`config.mk`:
```
export PLATFORM = sky130hd
export DESIGN_NAME = dtu_uart
export DESIGN_NICKNAME = d
export VERILOG_FILES = /design/src/include/dtu_pkg.sv /design/src/design/dtu_rate_gen.sv /design/src/design/dtu_uart.sv
export SDC_FILE = /design/constraint.sdc
export NUM_CORES = 1
export LEC_CHECK = 0
export BUFFER_PORTS_ARGS = -buffer_cell sky130_fd_sc_hd__buf_2
export CELL_PAD_IN_SITES_DETAIL_PLACEMENT = 1
export CELL_PAD_IN_SITES_GLOBAL_PLACEMENT = 2
export CORE_MARGIN = 2
export CORE_UTILIZATION = 37
export DETAILED_ROUTE_END_ITERATION = 8
export GPL_TIMING_DRIVEN = 0
export PLACE_DENSITY_LB_ADDON = 0.1
export SLEW_MARGIN = 15
export SYNTH_ARGS = -nofsm -noshare
export SYNTH_HDL_FRONTEND = slang
export SYNTH_HIERARCHICAL = 1
export SYNTH_SLANG_ARGS = --single-unit
```
`constraint.sdc`:
```
create_clock -name mclk -period 2.2 [get_ports mclk]
set_input_delay 0.22 -clock mclk [delete_from_list [all_inputs] [get_ports mclk]]
set_output_delay 0.22 -clock mclk [all_outputs]
set_load 0.005 [all_outputs]
```
`src/include/dtu_pkg.sv`:
```
package dtu_pkg;

   // ==========================================================
   // widths and timing counts
   // ==========================================================
   localparam int DIV_W = 17;        // divisor 1..65536 needs 17 bits
   localparam int OVERSAMPLE = 16;   // sampling ticks per bit period
   localparam int START_LOW = 8;     // low for more than 7 samples
   localparam int FIRST_SAMPLE = 24; // falling edge to first data bit
   localparam int BIT_SAMPLES = 16;  // one bit period in samples
   localparam int FIRST_WAIT = FIRST_SAMPLE - START_LOW;
   localparam int DATA_BITS = 8;
   localparam int FRAME_TAIL_PAR = 10;   // data, parity, stop
   localparam int FRAME_TAIL_NOPAR = 9;  // data, stop

   // ==========================================================
   // reset values and line levels
   // ==========================================================
   localparam logic [DIV_W-1:0] DIVISOR_RESET = 17'h00000;
   localparam logic [DIV_W-1:0] DIVISOR_ONE = 17'h00001;
   localparam logic [7:0] HOLD_RESET = 8'h00;
   localparam logic IDLE_LEVEL = 1'b1;
   localparam logic START_LEVEL = 1'b0;

   // ==========================================================
   // check bit selection
   // ==========================================================
   localparam logic [2:0] PAR_EVEN = 3'h0;
   localparam logic [2:0] PAR_ODD = 3'h1;
   localparam logic [2:0] PAR_SPACE = 3'h2;
   localparam logic [2:0] PAR_MARK = 3'h3;
   localparam logic [2:0] PAR_NONE = 3'h4; // 4 and above: no check bit

   // ==========================================================
   // carriers
   // ==========================================================
   typedef struct packed {
      logic receiver_turn_on;
      logic receiver_turn_off;
      logic receiver_abort;
      logic transmitter_turn_on;
      logic transmitter_turn_off;
      logic transmitter_abort;
      logic clear_error_flags;
   } dtu_cmd_s;

   typedef struct packed {
      logic receive_ready;
      logic overrun_flag;
      logic check_bit_mismatch_flag;
      logic framing_error_flag;
      logic transmit_ready;
      logic transmit_drained;
   } dtu_flags_s;

   typedef enum logic [1:0] {
      RX_OFF = 2'h0,
      RX_HUNT = 2'h1,
      RX_RECV = 2'h3
   } dtu_rx_state_e;

   typedef enum logic [1:0] {
      TX_OFF = 2'h0,
      TX_IDLE = 2'h1,
      TX_SHIFT = 2'h3
   } dtu_tx_state_e;

endpackage

```
`src/design/dtu_rate_gen.sv`:
```
`timescale 1ns/1ps
module dtu_rate_gen (
   input wire logic mclk,
   input wire logic rst_n,
   input wire logic [dtu_pkg::DIV_W-1:0] rate_divisor,
   output logic sample_tick,
   output logic rate_active
);
   import dtu_pkg::*;

   logic [DIV_W-1:0] div_cnt_reg;

   // ==========================================================
   // sampling tick at master clock over divisor
   // ==========================================================
   // a shrinking divisor wraps at once rather than running on
   always_ff @(posedge mclk or negedge rst_n) begin
      if (!rst_n) begin
         div_cnt_reg <= DIVISOR_ONE;
         sample_tick <= 1'b0;
         rate_active <= 1'b0;
      end else if (rate_divisor == DIVISOR_RESET) begin
         div_cnt_reg <= DIVISOR_ONE;
         sample_tick <= 1'b0;
         rate_active <= 1'b0;
      end else begin
         rate_active <= 1'b1;
         if (div_cnt_reg >= rate_divisor) begin
            div_cnt_reg <= DIVISOR_ONE;
            sample_tick <= 1'b1;
         end else begin
            div_cnt_reg <= div_cnt_reg + DIVISOR_ONE;
            sample_tick <= 1'b0;
         end
      end
   end
endmodule

```
`src/design/dtu_uart.sv`:
```
`timescale 1ns/1ps
module dtu_uart (
   input wire logic mclk,
   input wire logic rst_n,
   input wire logic serial_in_pin,
   output logic serial_out_pin,
   input wire logic [dtu_pkg::DIV_W-1:0] rate_divisor,
   input wire logic [2:0] check_bit_kind,
   input wire dtu_pkg::dtu_cmd_s cmd,
   input wire logic tx_write,
   input wire logic [7:0] tx_data,
   input wire logic rx_read,
   output logic [7:0] rx_data,
   output dtu_pkg::dtu_flags_s flags
);
   import dtu_pkg::*;

   // ==========================================================
   // declarations
   // ==========================================================
   logic sample_tick;
   logic rate_active;
   logic rx_meta_reg;
   logic rx_sync_reg;
   dtu_rx_state_e rx_state_reg;
   logic rx_stop_pend_reg;
   logic [4:0] rx_cnt_reg;
   logic [3:0] rx_idx_reg;
   logic [7:0] rx_shift_reg;
   logic rx_par_reg;
   logic rx_ready_reg;
   logic ovr_reg;
   logic par_err_reg;
   logic frm_err_reg;
   logic rx_sample_c;
   logic rx_done_c;
   logic [4:0] rx_wait_c;
   logic par_on_c;
   dtu_tx_state_e tx_state_reg;
   logic tx_stop_pend_reg;
   logic thr_full_reg;
   logic [7:0] thr_data_reg;
   logic [9:0] tx_shift_reg;
   logic [3:0] tx_left_reg;
   logic [3:0] tx_phase_reg;
   logic tx_out_reg;
   logic tx_ready_reg;
   logic tx_drained_reg;
   logic tx_accept_c;
   logic tx_phase_end_c;
   logic tx_frame_end_c;
   logic tx_load_c;

   // expected check bit for a data byte
   function automatic logic check_bit(input logic [2:0] kind,
                                      input logic [7:0] data);
      case (kind)
         PAR_EVEN: check_bit = ^data;
         PAR_ODD: check_bit = ~^data;
         PAR_SPACE: check_bit = 1'b0;
         PAR_MARK: check_bit = 1'b1;
         default: check_bit = 1'b1;
      endcase
   endfunction

   // ==========================================================
   // shared rate generator
   // ==========================================================
   dtu_rate_gen u_rate (
      .mclk(mclk),
      .rst_n(rst_n),
      .rate_divisor(rate_divisor),
      .sample_tick(sample_tick),
      .rate_active(rate_active)
   );

   assign par_on_c = check_bit_kind < PAR_NONE;

   // ==========================================================
   // receive synchroniser
   // ==========================================================
   // line idles high, so reset to the idle level avoids a false start
   always_ff @(posedge mclk or negedge rst_n) begin
      if (!rst_n) begin
         rx_meta_reg <= IDLE_LEVEL;
         rx_sync_reg <= IDLE_LEVEL;
      end else begin
         rx_meta_reg <= serial_in_pin;
         rx_sync_reg <= rx_meta_reg;
      end
   end

   // ==========================================================
   // receiver sequencing
   // ==========================================================
   // first wait completes 24 samples from the edge; later waits 16
   always_comb begin
      rx_wait_c = (rx_idx_reg == 4'h0) ? 5'(FIRST_WAIT)
                                       : 5'(BIT_SAMPLES);
      rx_sample_c = (rx_state_reg == RX_RECV) && sample_tick &&
                    (rx_cnt_reg == rx_wait_c - 5'h01);
      rx_done_c = rx_sample_c &&
                  (rx_idx_reg == (par_on_c ? 4'(DATA_BITS + 1)
                                           : 4'(DATA_BITS)));
   end

   // receiver state; abort beats every other command
   always_ff @(posedge mclk or negedge rst_n) begin
      if (!rst_n) begin
         rx_state_reg <= RX_OFF;
         rx_stop_pend_reg <= 1'b0;
      end else if (cmd.receiver_abort) begin
         rx_state_reg <= RX_OFF;
         rx_stop_pend_reg <= 1'b0;
      end else begin
         case (rx_state_reg)
            RX_OFF: begin
               if (cmd.receiver_turn_on && !cmd.receiver_turn_off)
                  rx_state_reg <= RX_HUNT;
            end
            RX_HUNT: begin
               if (cmd.receiver_turn_off)
                  rx_state_reg <= RX_OFF;
               else if (sample_tick && !rx_sync_reg &&
                        rx_cnt_reg == 5'(START_LOW - 1))
                  rx_state_reg <= RX_RECV;
            end
            RX_RECV: begin
               if (cmd.receiver_turn_off)
                  rx_stop_pend_reg <= 1'b1;
               else if (cmd.receiver_turn_on)
                  rx_stop_pend_reg <= 1'b0;
               if (rx_done_c) begin
                  rx_stop_pend_reg <= 1'b0;
                  // no idle timeout: straight back to hunting, or to off if a turn-off is pending
                  rx_state_reg <= (rx_stop_pend_reg ||
                                   cmd.receiver_turn_off)
                                  ? RX_OFF : RX_HUNT;
               end
            end
            default: rx_state_reg <= RX_OFF;
         endcase
      end
   end

   // sample counter: consecutive low samples, then bit timing
   always_ff @(posedge mclk or negedge rst_n) begin
      if (!rst_n) begin
         rx_cnt_reg <= 5'h00;
         rx_idx_reg <= 4'h0;
      end else if (cmd.receiver_abort || rx_state_reg == RX_OFF) begin
         rx_cnt_reg <= 5'h00;
         rx_idx_reg <= 4'h0;
      end else if (sample_tick) begin
         if (rx_state_reg == RX_HUNT) begin
            rx_idx_reg <= 4'h0;
            if (rx_sync_reg)
               rx_cnt_reg <= 5'h00;
            else if (rx_cnt_reg == 5'(START_LOW - 1))
               rx_cnt_reg <= 5'h00;
            else
               rx_cnt_reg <= rx_cnt_reg + 5'h01;
         end else if (rx_sample_c) begin
            rx_cnt_reg <= 5'h00;
            rx_idx_reg <= rx_idx_reg + 4'h1;
         end else begin
            rx_cnt_reg <= rx_cnt_reg + 5'h01;
         end
      end
   end

   // data bits arrive least significant first, fixed eight bits
   always_ff @(posedge mclk or negedge rst_n) begin
      if (!rst_n) begin
         rx_shift_reg <= HOLD_RESET;
         rx_par_reg <= 1'b0;
      end else if (rx_sample_c) begin
         if (rx_idx_reg < 4'(DATA_BITS))
            rx_shift_reg <= {rx_sync_reg, rx_shift_reg[7:1]};
         else if (rx_idx_reg == 4'(DATA_BITS) && par_on_c)
            rx_par_reg <= rx_sync_reg;
      end
   end

   // ==========================================================
   // receive holding and flags
   // ==========================================================
   // completion wins over a read in the same cycle
   always_ff @(posedge mclk or negedge rst_n) begin
      if (!rst_n) begin
         rx_data <= HOLD_RESET;
         rx_ready_reg <= 1'b0;
      end else if (rx_done_c) begin
         rx_data <= rx_shift_reg;
         rx_ready_reg <= 1'b1;
      end else if (rx_read) begin
         rx_ready_reg <= 1'b0;
      end
   end

   // sticky errors; a new error beats the clear command
   always_ff @(posedge mclk or negedge rst_n) begin
      if (!rst_n) begin
         ovr_reg <= 1'b0;
         par_err_reg <= 1'b0;
         frm_err_reg <= 1'b0;
      end else begin
         if (rx_done_c && rx_ready_reg && !rx_read)
            ovr_reg <= 1'b1;
         else if (cmd.clear_error_flags)
            ovr_reg <= 1'b0;
         if (rx_done_c && par_on_c &&
             rx_par_reg != check_bit(check_bit_kind, rx_shift_reg))
            par_err_reg <= 1'b1;
         else if (cmd.clear_error_flags)
            par_err_reg <= 1'b0;
         if (rx_done_c && !rx_sync_reg)
            frm_err_reg <= 1'b1;
         else if (cmd.clear_error_flags)
            frm_err_reg <= 1'b0;
      end
   end

   // ==========================================================
   // transmitter timing terms
   // ==========================================================
   always_comb begin
      tx_accept_c = tx_write && tx_state_reg != TX_OFF &&
                    !cmd.transmitter_abort;
      tx_phase_end_c = tx_state_reg == TX_SHIFT && sample_tick &&
                       tx_phase_reg == 4'(OVERSAMPLE - 1);
      tx_frame_end_c = tx_phase_end_c && tx_left_reg == 4'h0;
      // back to back frames: no guard time between them
      tx_load_c = thr_full_reg && rate_active &&
                  (tx_state_reg == TX_IDLE || tx_frame_end_c);
   end

   // transmitter state
   always_ff @(posedge mclk or negedge rst_n) begin
      if (!rst_n) begin
         tx_state_reg <= TX_OFF;
         tx_stop_pend_reg <= 1'b0;
      end else if (cmd.transmitter_abort) begin
         tx_state_reg <= TX_OFF;
         tx_stop_pend_reg <= 1'b0;
      end else begin
         if (cmd.transmitter_turn_off)
            tx_stop_pend_reg <= 1'b1;
         else if (cmd.transmitter_turn_on)
            tx_stop_pend_reg <= 1'b0;
         case (tx_state_reg)
            TX_OFF: begin
               if (cmd.transmitter_turn_on && !cmd.transmitter_turn_off)
                  tx_state_reg <= TX_IDLE;
            end
            TX_IDLE: begin
               if (tx_load_c)
                  tx_state_reg <= TX_SHIFT;
               else if ((cmd.transmitter_turn_off || tx_stop_pend_reg)
                        && !tx_accept_c) begin
                  tx_state_reg <= TX_OFF;
                  tx_stop_pend_reg <= 1'b0;
               end
            end
            TX_SHIFT: begin
               if (tx_frame_end_c && !tx_load_c)
                  tx_state_reg <= TX_IDLE;
            end
            default: tx_state_reg <= TX_OFF;
         endcase
      end
   end

   // holding register; a write in the transfer cycle stays held
   always_ff @(posedge mclk or negedge rst_n) begin
      if (!rst_n) begin
         thr_full_reg <= 1'b0;
         thr_data_reg <= HOLD_RESET;
      end else if (cmd.transmitter_abort) begin
         thr_full_reg <= 1'b0;
      end else if (tx_accept_c) begin
         thr_full_reg <= 1'b1;
         thr_data_reg <= tx_data;
      end else if (tx_load_c) begin
         thr_full_reg <= 1'b0;
      end
   end

   // shifter and line driver; start bit goes out on load
   always_ff @(posedge mclk or negedge rst_n) begin
      if (!rst_n) begin
         tx_shift_reg <= 10'h3FF;
         tx_left_reg <= 4'h0;
         tx_phase_reg <= 4'h0;
         tx_out_reg <= IDLE_LEVEL;
      end else if (cmd.transmitter_abort) begin
         tx_out_reg <= IDLE_LEVEL;
         tx_left_reg <= 4'h0;
         tx_phase_reg <= 4'h0;
      end else if (tx_load_c) begin
         tx_out_reg <= START_LEVEL;
         tx_phase_reg <= 4'h0;
         if (par_on_c) begin
            tx_shift_reg <= {1'b1,
                             check_bit(check_bit_kind, thr_data_reg),
                             thr_data_reg};
            tx_left_reg <= 4'(FRAME_TAIL_PAR);
         end else begin
            tx_shift_reg <= {2'b11, thr_data_reg};
            tx_left_reg <= 4'(FRAME_TAIL_NOPAR);
         end
      end else if (tx_frame_end_c || tx_state_reg != TX_SHIFT) begin
         tx_out_reg <= IDLE_LEVEL;
      end else if (sample_tick) begin
         tx_phase_reg <= tx_phase_reg + 4'h1;
         if (tx_phase_end_c) begin
            tx_out_reg <= tx_shift_reg[0];
            tx_shift_reg <= {1'b1, tx_shift_reg[9:1]};
            tx_left_reg <= tx_left_reg - 4'h1;
         end
      end
   end

   // ==========================================================
   // transmit status
   // ==========================================================
   always_ff @(posedge mclk or negedge rst_n) begin
      if (!rst_n) begin
         tx_ready_reg <= 1'b0;
         tx_drained_reg <= 1'b0;
      end else if (cmd.transmitter_abort) begin
         tx_ready_reg <= 1'b0;
         tx_drained_reg <= 1'b0;
      end else if (tx_state_reg == TX_OFF) begin
         tx_ready_reg <= cmd.transmitter_turn_on &&
                         !cmd.transmitter_turn_off;
         tx_drained_reg <= cmd.transmitter_turn_on &&
                           !cmd.transmitter_turn_off;
      end else begin
         if (tx_accept_c)
            tx_ready_reg <= 1'b0;
         else if (tx_load_c)
            tx_ready_reg <= 1'b1;
         if (tx_accept_c || tx_load_c)
            tx_drained_reg <= 1'b0;
         else if (tx_frame_end_c && !thr_full_reg)
            tx_drained_reg <= 1'b1;
      end
   end

   // ==========================================================
   // outputs
   // ==========================================================
   assign serial_out_pin = tx_out_reg;
   assign flags = '{receive_ready: rx_ready_reg,
                    overrun_flag: ovr_reg,
                    check_bit_mismatch_flag: par_err_reg,
                    framing_error_flag: frm_err_reg,
                    transmit_ready: tx_ready_reg,
                    transmit_drained: tx_drained_reg};
endmodule

```
# --- Word level (Yosys, flattened, before mapping) ---
# Index checks and enable logic that the tools add are counted.
totals:
  output_inout_bits: 15
  reg_bits: 87
  wordCells: 211
  input_bits: 40
op_classes:
  bitwise_logic: 2
  addsub: 5
  n_eq_ne: 21
  muxes: 79
  order_cmp: 3
  n_reduce_logical: 75
ops:
  columns: ["operator", "count"]
  rows:
  - ["2-to-1 mux 4 bit", 13]
  - ["2-to-1 mux 10 bit", 4]
  - ["2-to-1 mux 1 bit", 38]
  - ["2-to-1 mux 17 bit", 2]
  - ["2-to-1 mux 5 bit", 6]
  - ["logical AND 1 bit", 23]
  - ["2-to-1 mux 2 bit", 11]
  - ["nonzero test 4 bit", 5]
  - ["nonzero test 2 bit", 9]
  - ["adder 17 x 1 -> 17 bit, second input constant", 1]
  - ["greater-or-equal comparator 17 bit", 1]
  - ["zero test 17 bit", 1]
  - ["XNOR reduction 8 bit", 2]
  - ["parity 8 bit", 2]
  - ["inequality test 3 bit, second input constant", 4]
  - ["one-hot mux 2 bit (3 select lines)", 2]
  - ["AND reduction 2 bit", 6]
  - ["AND reduction 3 bit", 4]
  - ["nonzero test 3 bit", 4]
  - ["2-to-1 mux 9 bit", 1]
  - ["adder 4 x 1 -> 4 bit, second input constant", 2]
  - ["== test 4 bit, second input constant", 2]
  - ["zero test 1 bit", 8]
  - ["logical OR 1 bit", 6]
  - ["22 further kinds", 28]

# --- Depth between registers and ports, before layout ---
depth:
  depth_word: 11
  mapped_depth: 9
  mapped_depth_nobuf: 8

# --- By module ---
# Netlist, hierarchy kept.
by_module_without_submodules:
  columns: ["mod", "cells_per_inst", "area_per_inst_um2", "n_inst", "seq_area_each_um2"]
  rows:
  - ["dtu_uart", 355, 3494.6, 1, 1691.6]
  - ["dtu_rate_gen", 146, 1345.0, 1, 476.7]

# --- Worst setup path after synthesis ---
# No wires, ideal clock.
synth_path:
  kind: "reg2reg"
  startpoint: "reg rx_cnt_reg[0]"
  endpoint: "reg rx_idx_reg[0]"
  required_time_ns: 2.075
  path_stages_with_launch: 8
  setup_ns: 0.125
  period_less_slack_ns: 1.986
  slack_ns: 0.214
  arrival_time_ns: 1.861
  path_buffers: 0
  cell_sequence: "dfrtp_1 ha_1 and3_1 ha_1 a21bo_2 a21oi_1 nor2_1 mux2_2"
synth_between:
  elab_chain_len: 4
synth_lines:
  columns: ["element", "line_no", "rtl"]
  rows:
  - ["start, declared", "dtu_uart.sv:27", "logic [4:0] rx_cnt_reg;"]
  - ["start signal, assigned", "dtu_uart.sv:162", "rx_cnt_reg <= rx_cnt_reg + 5'h01;"]
  - ["start signal, assigned", "dtu_uart.sv:167", "rx_cnt_reg <= rx_cnt_reg + 5'h01;"]
  - ["== test 5 x 4 -> 1 bit", "dtu_uart.sv:101", "(rx_cnt_reg == rx_wait_c - 5'h01);"]
  - ["logical AND 1 bit", "dtu_uart.sv:100", "rx_sample_c = (rx_state_reg == RX_RECV) && sample_tick &&"]
  - ["nonzero test 3 bit (no source line)", null, null]
  - ["AND reduction 2 bit (no source line)", null, null]
  - ["end signal, assigned", "dtu_uart.sv:165", "rx_idx_reg <= rx_idx_reg + 4'h1;"]
  - ["end, declared", "dtu_uart.sv:28", "logic [3:0] rx_idx_reg;"]
# No other way between the ends.
# A chain may end at the register's enable or synchronous reset.

# --- Worst setup path after layout ---
layout_path:
  startpoint: "reg rx_cnt_reg[0]"
  endpoint: "reg rx_state_reg[1]"
layout_between:
  elab_chain_len: 5
  elab_cells_between_ends: 8
  cone_classes: "eq/ne: 4; reduce/logical: 4"
layout_lines:
  columns: ["element", "line_no", "rtl"]
  rows:
  - ["== test 5 x 4 -> 1 bit", "dtu_uart.sv:101", null]
  - ["logical AND 1 bit", "dtu_uart.sv:100", null]
  - ["logical AND 1 bit", "dtu_uart.sv:102", "rx_done_c = rx_sample_c &&"]
  - ["inequality test 3 bit (no source line)", null, null]
  - ["AND reduction 3 bit (no source line) (*)", null, null]
  - ["end signal, assigned", "dtu_uart.sv:136", "rx_state_reg <= (rx_stop_pend_reg ||"]
  - ["end, declared", "dtu_uart.sv:25", "dtu_rx_state_e rx_state_reg;"]
# Every way passes the cells marked *; elsewhere a longest branch is shown, timed or not.

==> metrics.md <==
| Metric | Value |
|---|---|
| Status | `completed` |
| Fill cells | `1476` |
| Max_slew headroom | `0.632` |
| All-Layer GR Usage | `0.171` |
| Post-Synthesis Cells | `501` |
| Dpl cell area | `5350 sq um` |
| Critical Path RT | `2.44 ns` |
| CP Class | `flip-flop to flip-flop` |
| Slew Viols, Final | `0` |
| Max IR drop VDD | `0.342 mV` |
| Worst Setup Start Kind | `flip-flop` |
| # clock sinks | `86` |
| PwrDens | `835 nW/um^2` |
| Vias after detailed routing | `3799` |
| Net count, final | `639` |
| Drt wl/cell | `15.2 microns` |
| RSZ-0062 raised after global routing | `true` |
| Worst R2R Start | `rx_cnt_reg[0]` |
| Critical path arrival | `2.32 ns` |
| EDFF count, synth | `0` |
| Final setup fails | `0` |
| Mapped Area | `4840 sq um` |
| Period minus WS final | `2.09 ns` |
| Total power | `0.00478 W` |
| Top-area cell type share of the netlist area | `0.377` |
| GP Congestion | `0.787` |
| Clock Latency Late Sink | `0.35 ns` |
| Worst r2r dst | `rx_state_reg[1]` |
| Max FO, Critical Path | `5` |
| Initial antenna violation count | `0` |
| DRC viols | `0` |
| Clock Tree Root | `clkbuf_16` |
| Ys flop type | `dfrtp_1` |
| Vias per inst | `5.08` |
| Reg2Reg Depth | `9` |
| Initial Util | `0.382` |
| Maximum clock frequency | `479 MHz` |
| Ys async rst share | `1.00` |
| Min-Delay Endpoint | `frm_err_reg` |
| Pleak | `2.74 nW` |
| N_diodes | `0` |
| Antenna Nets Post-Route | `0` |
| Total Wirelength | `11400 microns` |
| Area leader, netlist | `dfrtp_1` |
| Fin area | `5730 sq um` |
| Top post-synthesis cells by area | `dfrtp_1 (38%), ha_1 (7.2%), dfstp_2 (7.1%)` |
| Die H | `118 microns` |
| Iter 0 DRT Violations | `133` |
| Largest net degree at the start of global routing | `52` |
| Htree depth | `3` |
| Seq/Total Area, Yosys | `0.448` |
| Skew final | `0.00938 ns` |
| Final Hold Vio Count | `0` |
| Fraction of layout cells with a size suffix above 1 | `0.255` |
| Syn Nets | `569` |
| Io pins | `55` |
| Tcrit/Tclk final | `0.949` |
| Post-synth cell types | `59` |
| Drt pass-1 iters | `4` |
| Number of global-route vias before repair | `3858` |
| First-pass GRT wire length | `19300 microns` |
| Hold path cells | `2` |
| CTS tree | `yes` |
| Post-DP HPWL | `8410 microns` |
| Synthesized flop and latch total | `86` |
| Crit. End Element | `flip-flop` |
| Hold WC Path Type | `input pin to flip-flop` |
| Avg Inst Size Synth | `9.66 sq um` |
| Total global routing overflow | `0` |
| CTS clk-pin slew, worst paths | `0.07 ns` |
| Worst-Margin Slew | `0.552 ns` |
| Post-synth top cells | `dfrtp_1 (73), nand2_1 (73), inv_1 (33)` |
| Number of flip-flops in the largest register | `17` |
| Core ar. | `12700 sq um` |
| Beginning of the worst hold path | `cmd[0]` |
| Core Rows | `41` |
| Die width | `118 microns` |
| Synth-to-Final Area Change | `18.4%` |
| Port Buffers | `52` |
| FF-to-FF setup slack | `0.11 ns` |
| Clock Path Buffers | `2` |
| Synth warnings | `6` |
| TritonCTS Buffers | `9` |
| Die area | `14000 sq um` |
| Max capacitance violation total | `0` |
-- critical path: stages, from the launching register on --
cell and delay [ns]:
dfrtp_1 0.39, ha_2 0.22, and3_1 0.16, ha_2 0.21, and4b_1 0.25, nand4b_1 0.23, buf_4 0.22, nand2_1 0.05
o21ai_0 0.06, and3b_1 0.18
-- placed cells by master, fill, tap and decap left out, drive strengths merged, types with 4 or more instances in the layout --
cell type and n:
xnor2 17, nand2b 8, clkbuf 14, or3 4, nor4 4, o21ai 17
mux2 18, a21o 6, and2 6, nor3b 4, ha 28, nor3 30
a31oi 11, dfstp 13, dfrtp 73, nand2 74, nand3 15, buf 76
xor2 20, nor2 23, inv 38, a21oi 22, and3 5, nand4 7
-- timing repair --
action                                 in CTS  in global routing
endpoints found under the hold margin      30                  0
hold buffers                                2                  0
pin swaps                                   0                  3
setup endpoints to repair                  12                 39
resized for setup                           3                 12
buffers inserted                            0                  4
-- metal layers --
metal / vias to the layer above / wire length [microns] / GRT usage
li1: 1871 / - / -
met1: 1875 / 5570 / 0.233
met2: 44 / 5340 / 0.274
met3: 9 / 340 / 0.0386
met4: 0 / 128 / 0.0491
met5: - / 0 / 0
-- cells by family after synthesis --
| logic type | synth area share |
|---|---|
| flip-flops | 0.448 |
| AO/OA/AOI/OAI | 0.102 |
| XOR/XNOR | 0.0670 |
| multiplexers | 0.0481 |
| adder cells (fa/ha/maj) | 0.0724 |
| AND/OR/NAND/NOR | 0.204 |
| buffers and inverters | 0.0589 |
-- metrics by stage --
stage	hold slack (ns)	TNS (ns)	std cells	setup WS, ns	utilization
global placement	0.328	-0.765	725	-0.127	0.419
CTS	0.0898	0	744	0.0103	0.446
global route	0.104	-0.00195	748	-0.00195	0.452
detailed placement	0.241	-0.709	726	-0.122	0.422
finish	0.109	0	748	0.113	0.452
floorplan	-0.0756	0	501	0.214	-
-- layout make-up --
| class | instances | area, sq um | area share |
|---|---|---|---|
| flip-flops and latches | 86 | 2170 | 0.379 |
| clock inverters | 7 | 53.8 | 0.00939 |
| plain buffers | 24 | 165 | 0.0288 |
| clock buffers | 9 | 225 | 0.0393 |
| repair buffers | 59 | 340 | 0.0594 |
| well taps | 172 | 215 | 0.0376 |
| inverters | 33 | 124 | 0.0216 |
| multi-input cells | 358 | 2440 | 0.425 |
-- worst max-delay path by stage --
stage / cells past startpoint / start / to
final: 9 / rx_cnt_reg[0] / rx_state_reg[1]
after global routing: 9 / tx_left_reg[0] / tx_shift_reg[7]
after CTS: 8 / rx_cnt_reg[0] / rx_cnt_reg[0]
after detailed placement: 7 / rx_cnt_reg[0] / ovr_reg
after global placement: 7 / rx_cnt_reg[0] / ovr_reg
after floorplan: 7 / rx_cnt_reg[0] / rx_idx_reg[0]
-- power by group --
part	internal [W]	switching [W]	leakage, nW	total, W
logic	0.000559	0.000578	1.48	0.00114
registers	0.00191	0.000257	1.12	0.00217
clock network	0.000782	0.000696	0.141	0.00148
total	0.00325	0.00153	2.74	0.00478
No activity file was read; power rests on OpenSTA's default activity.
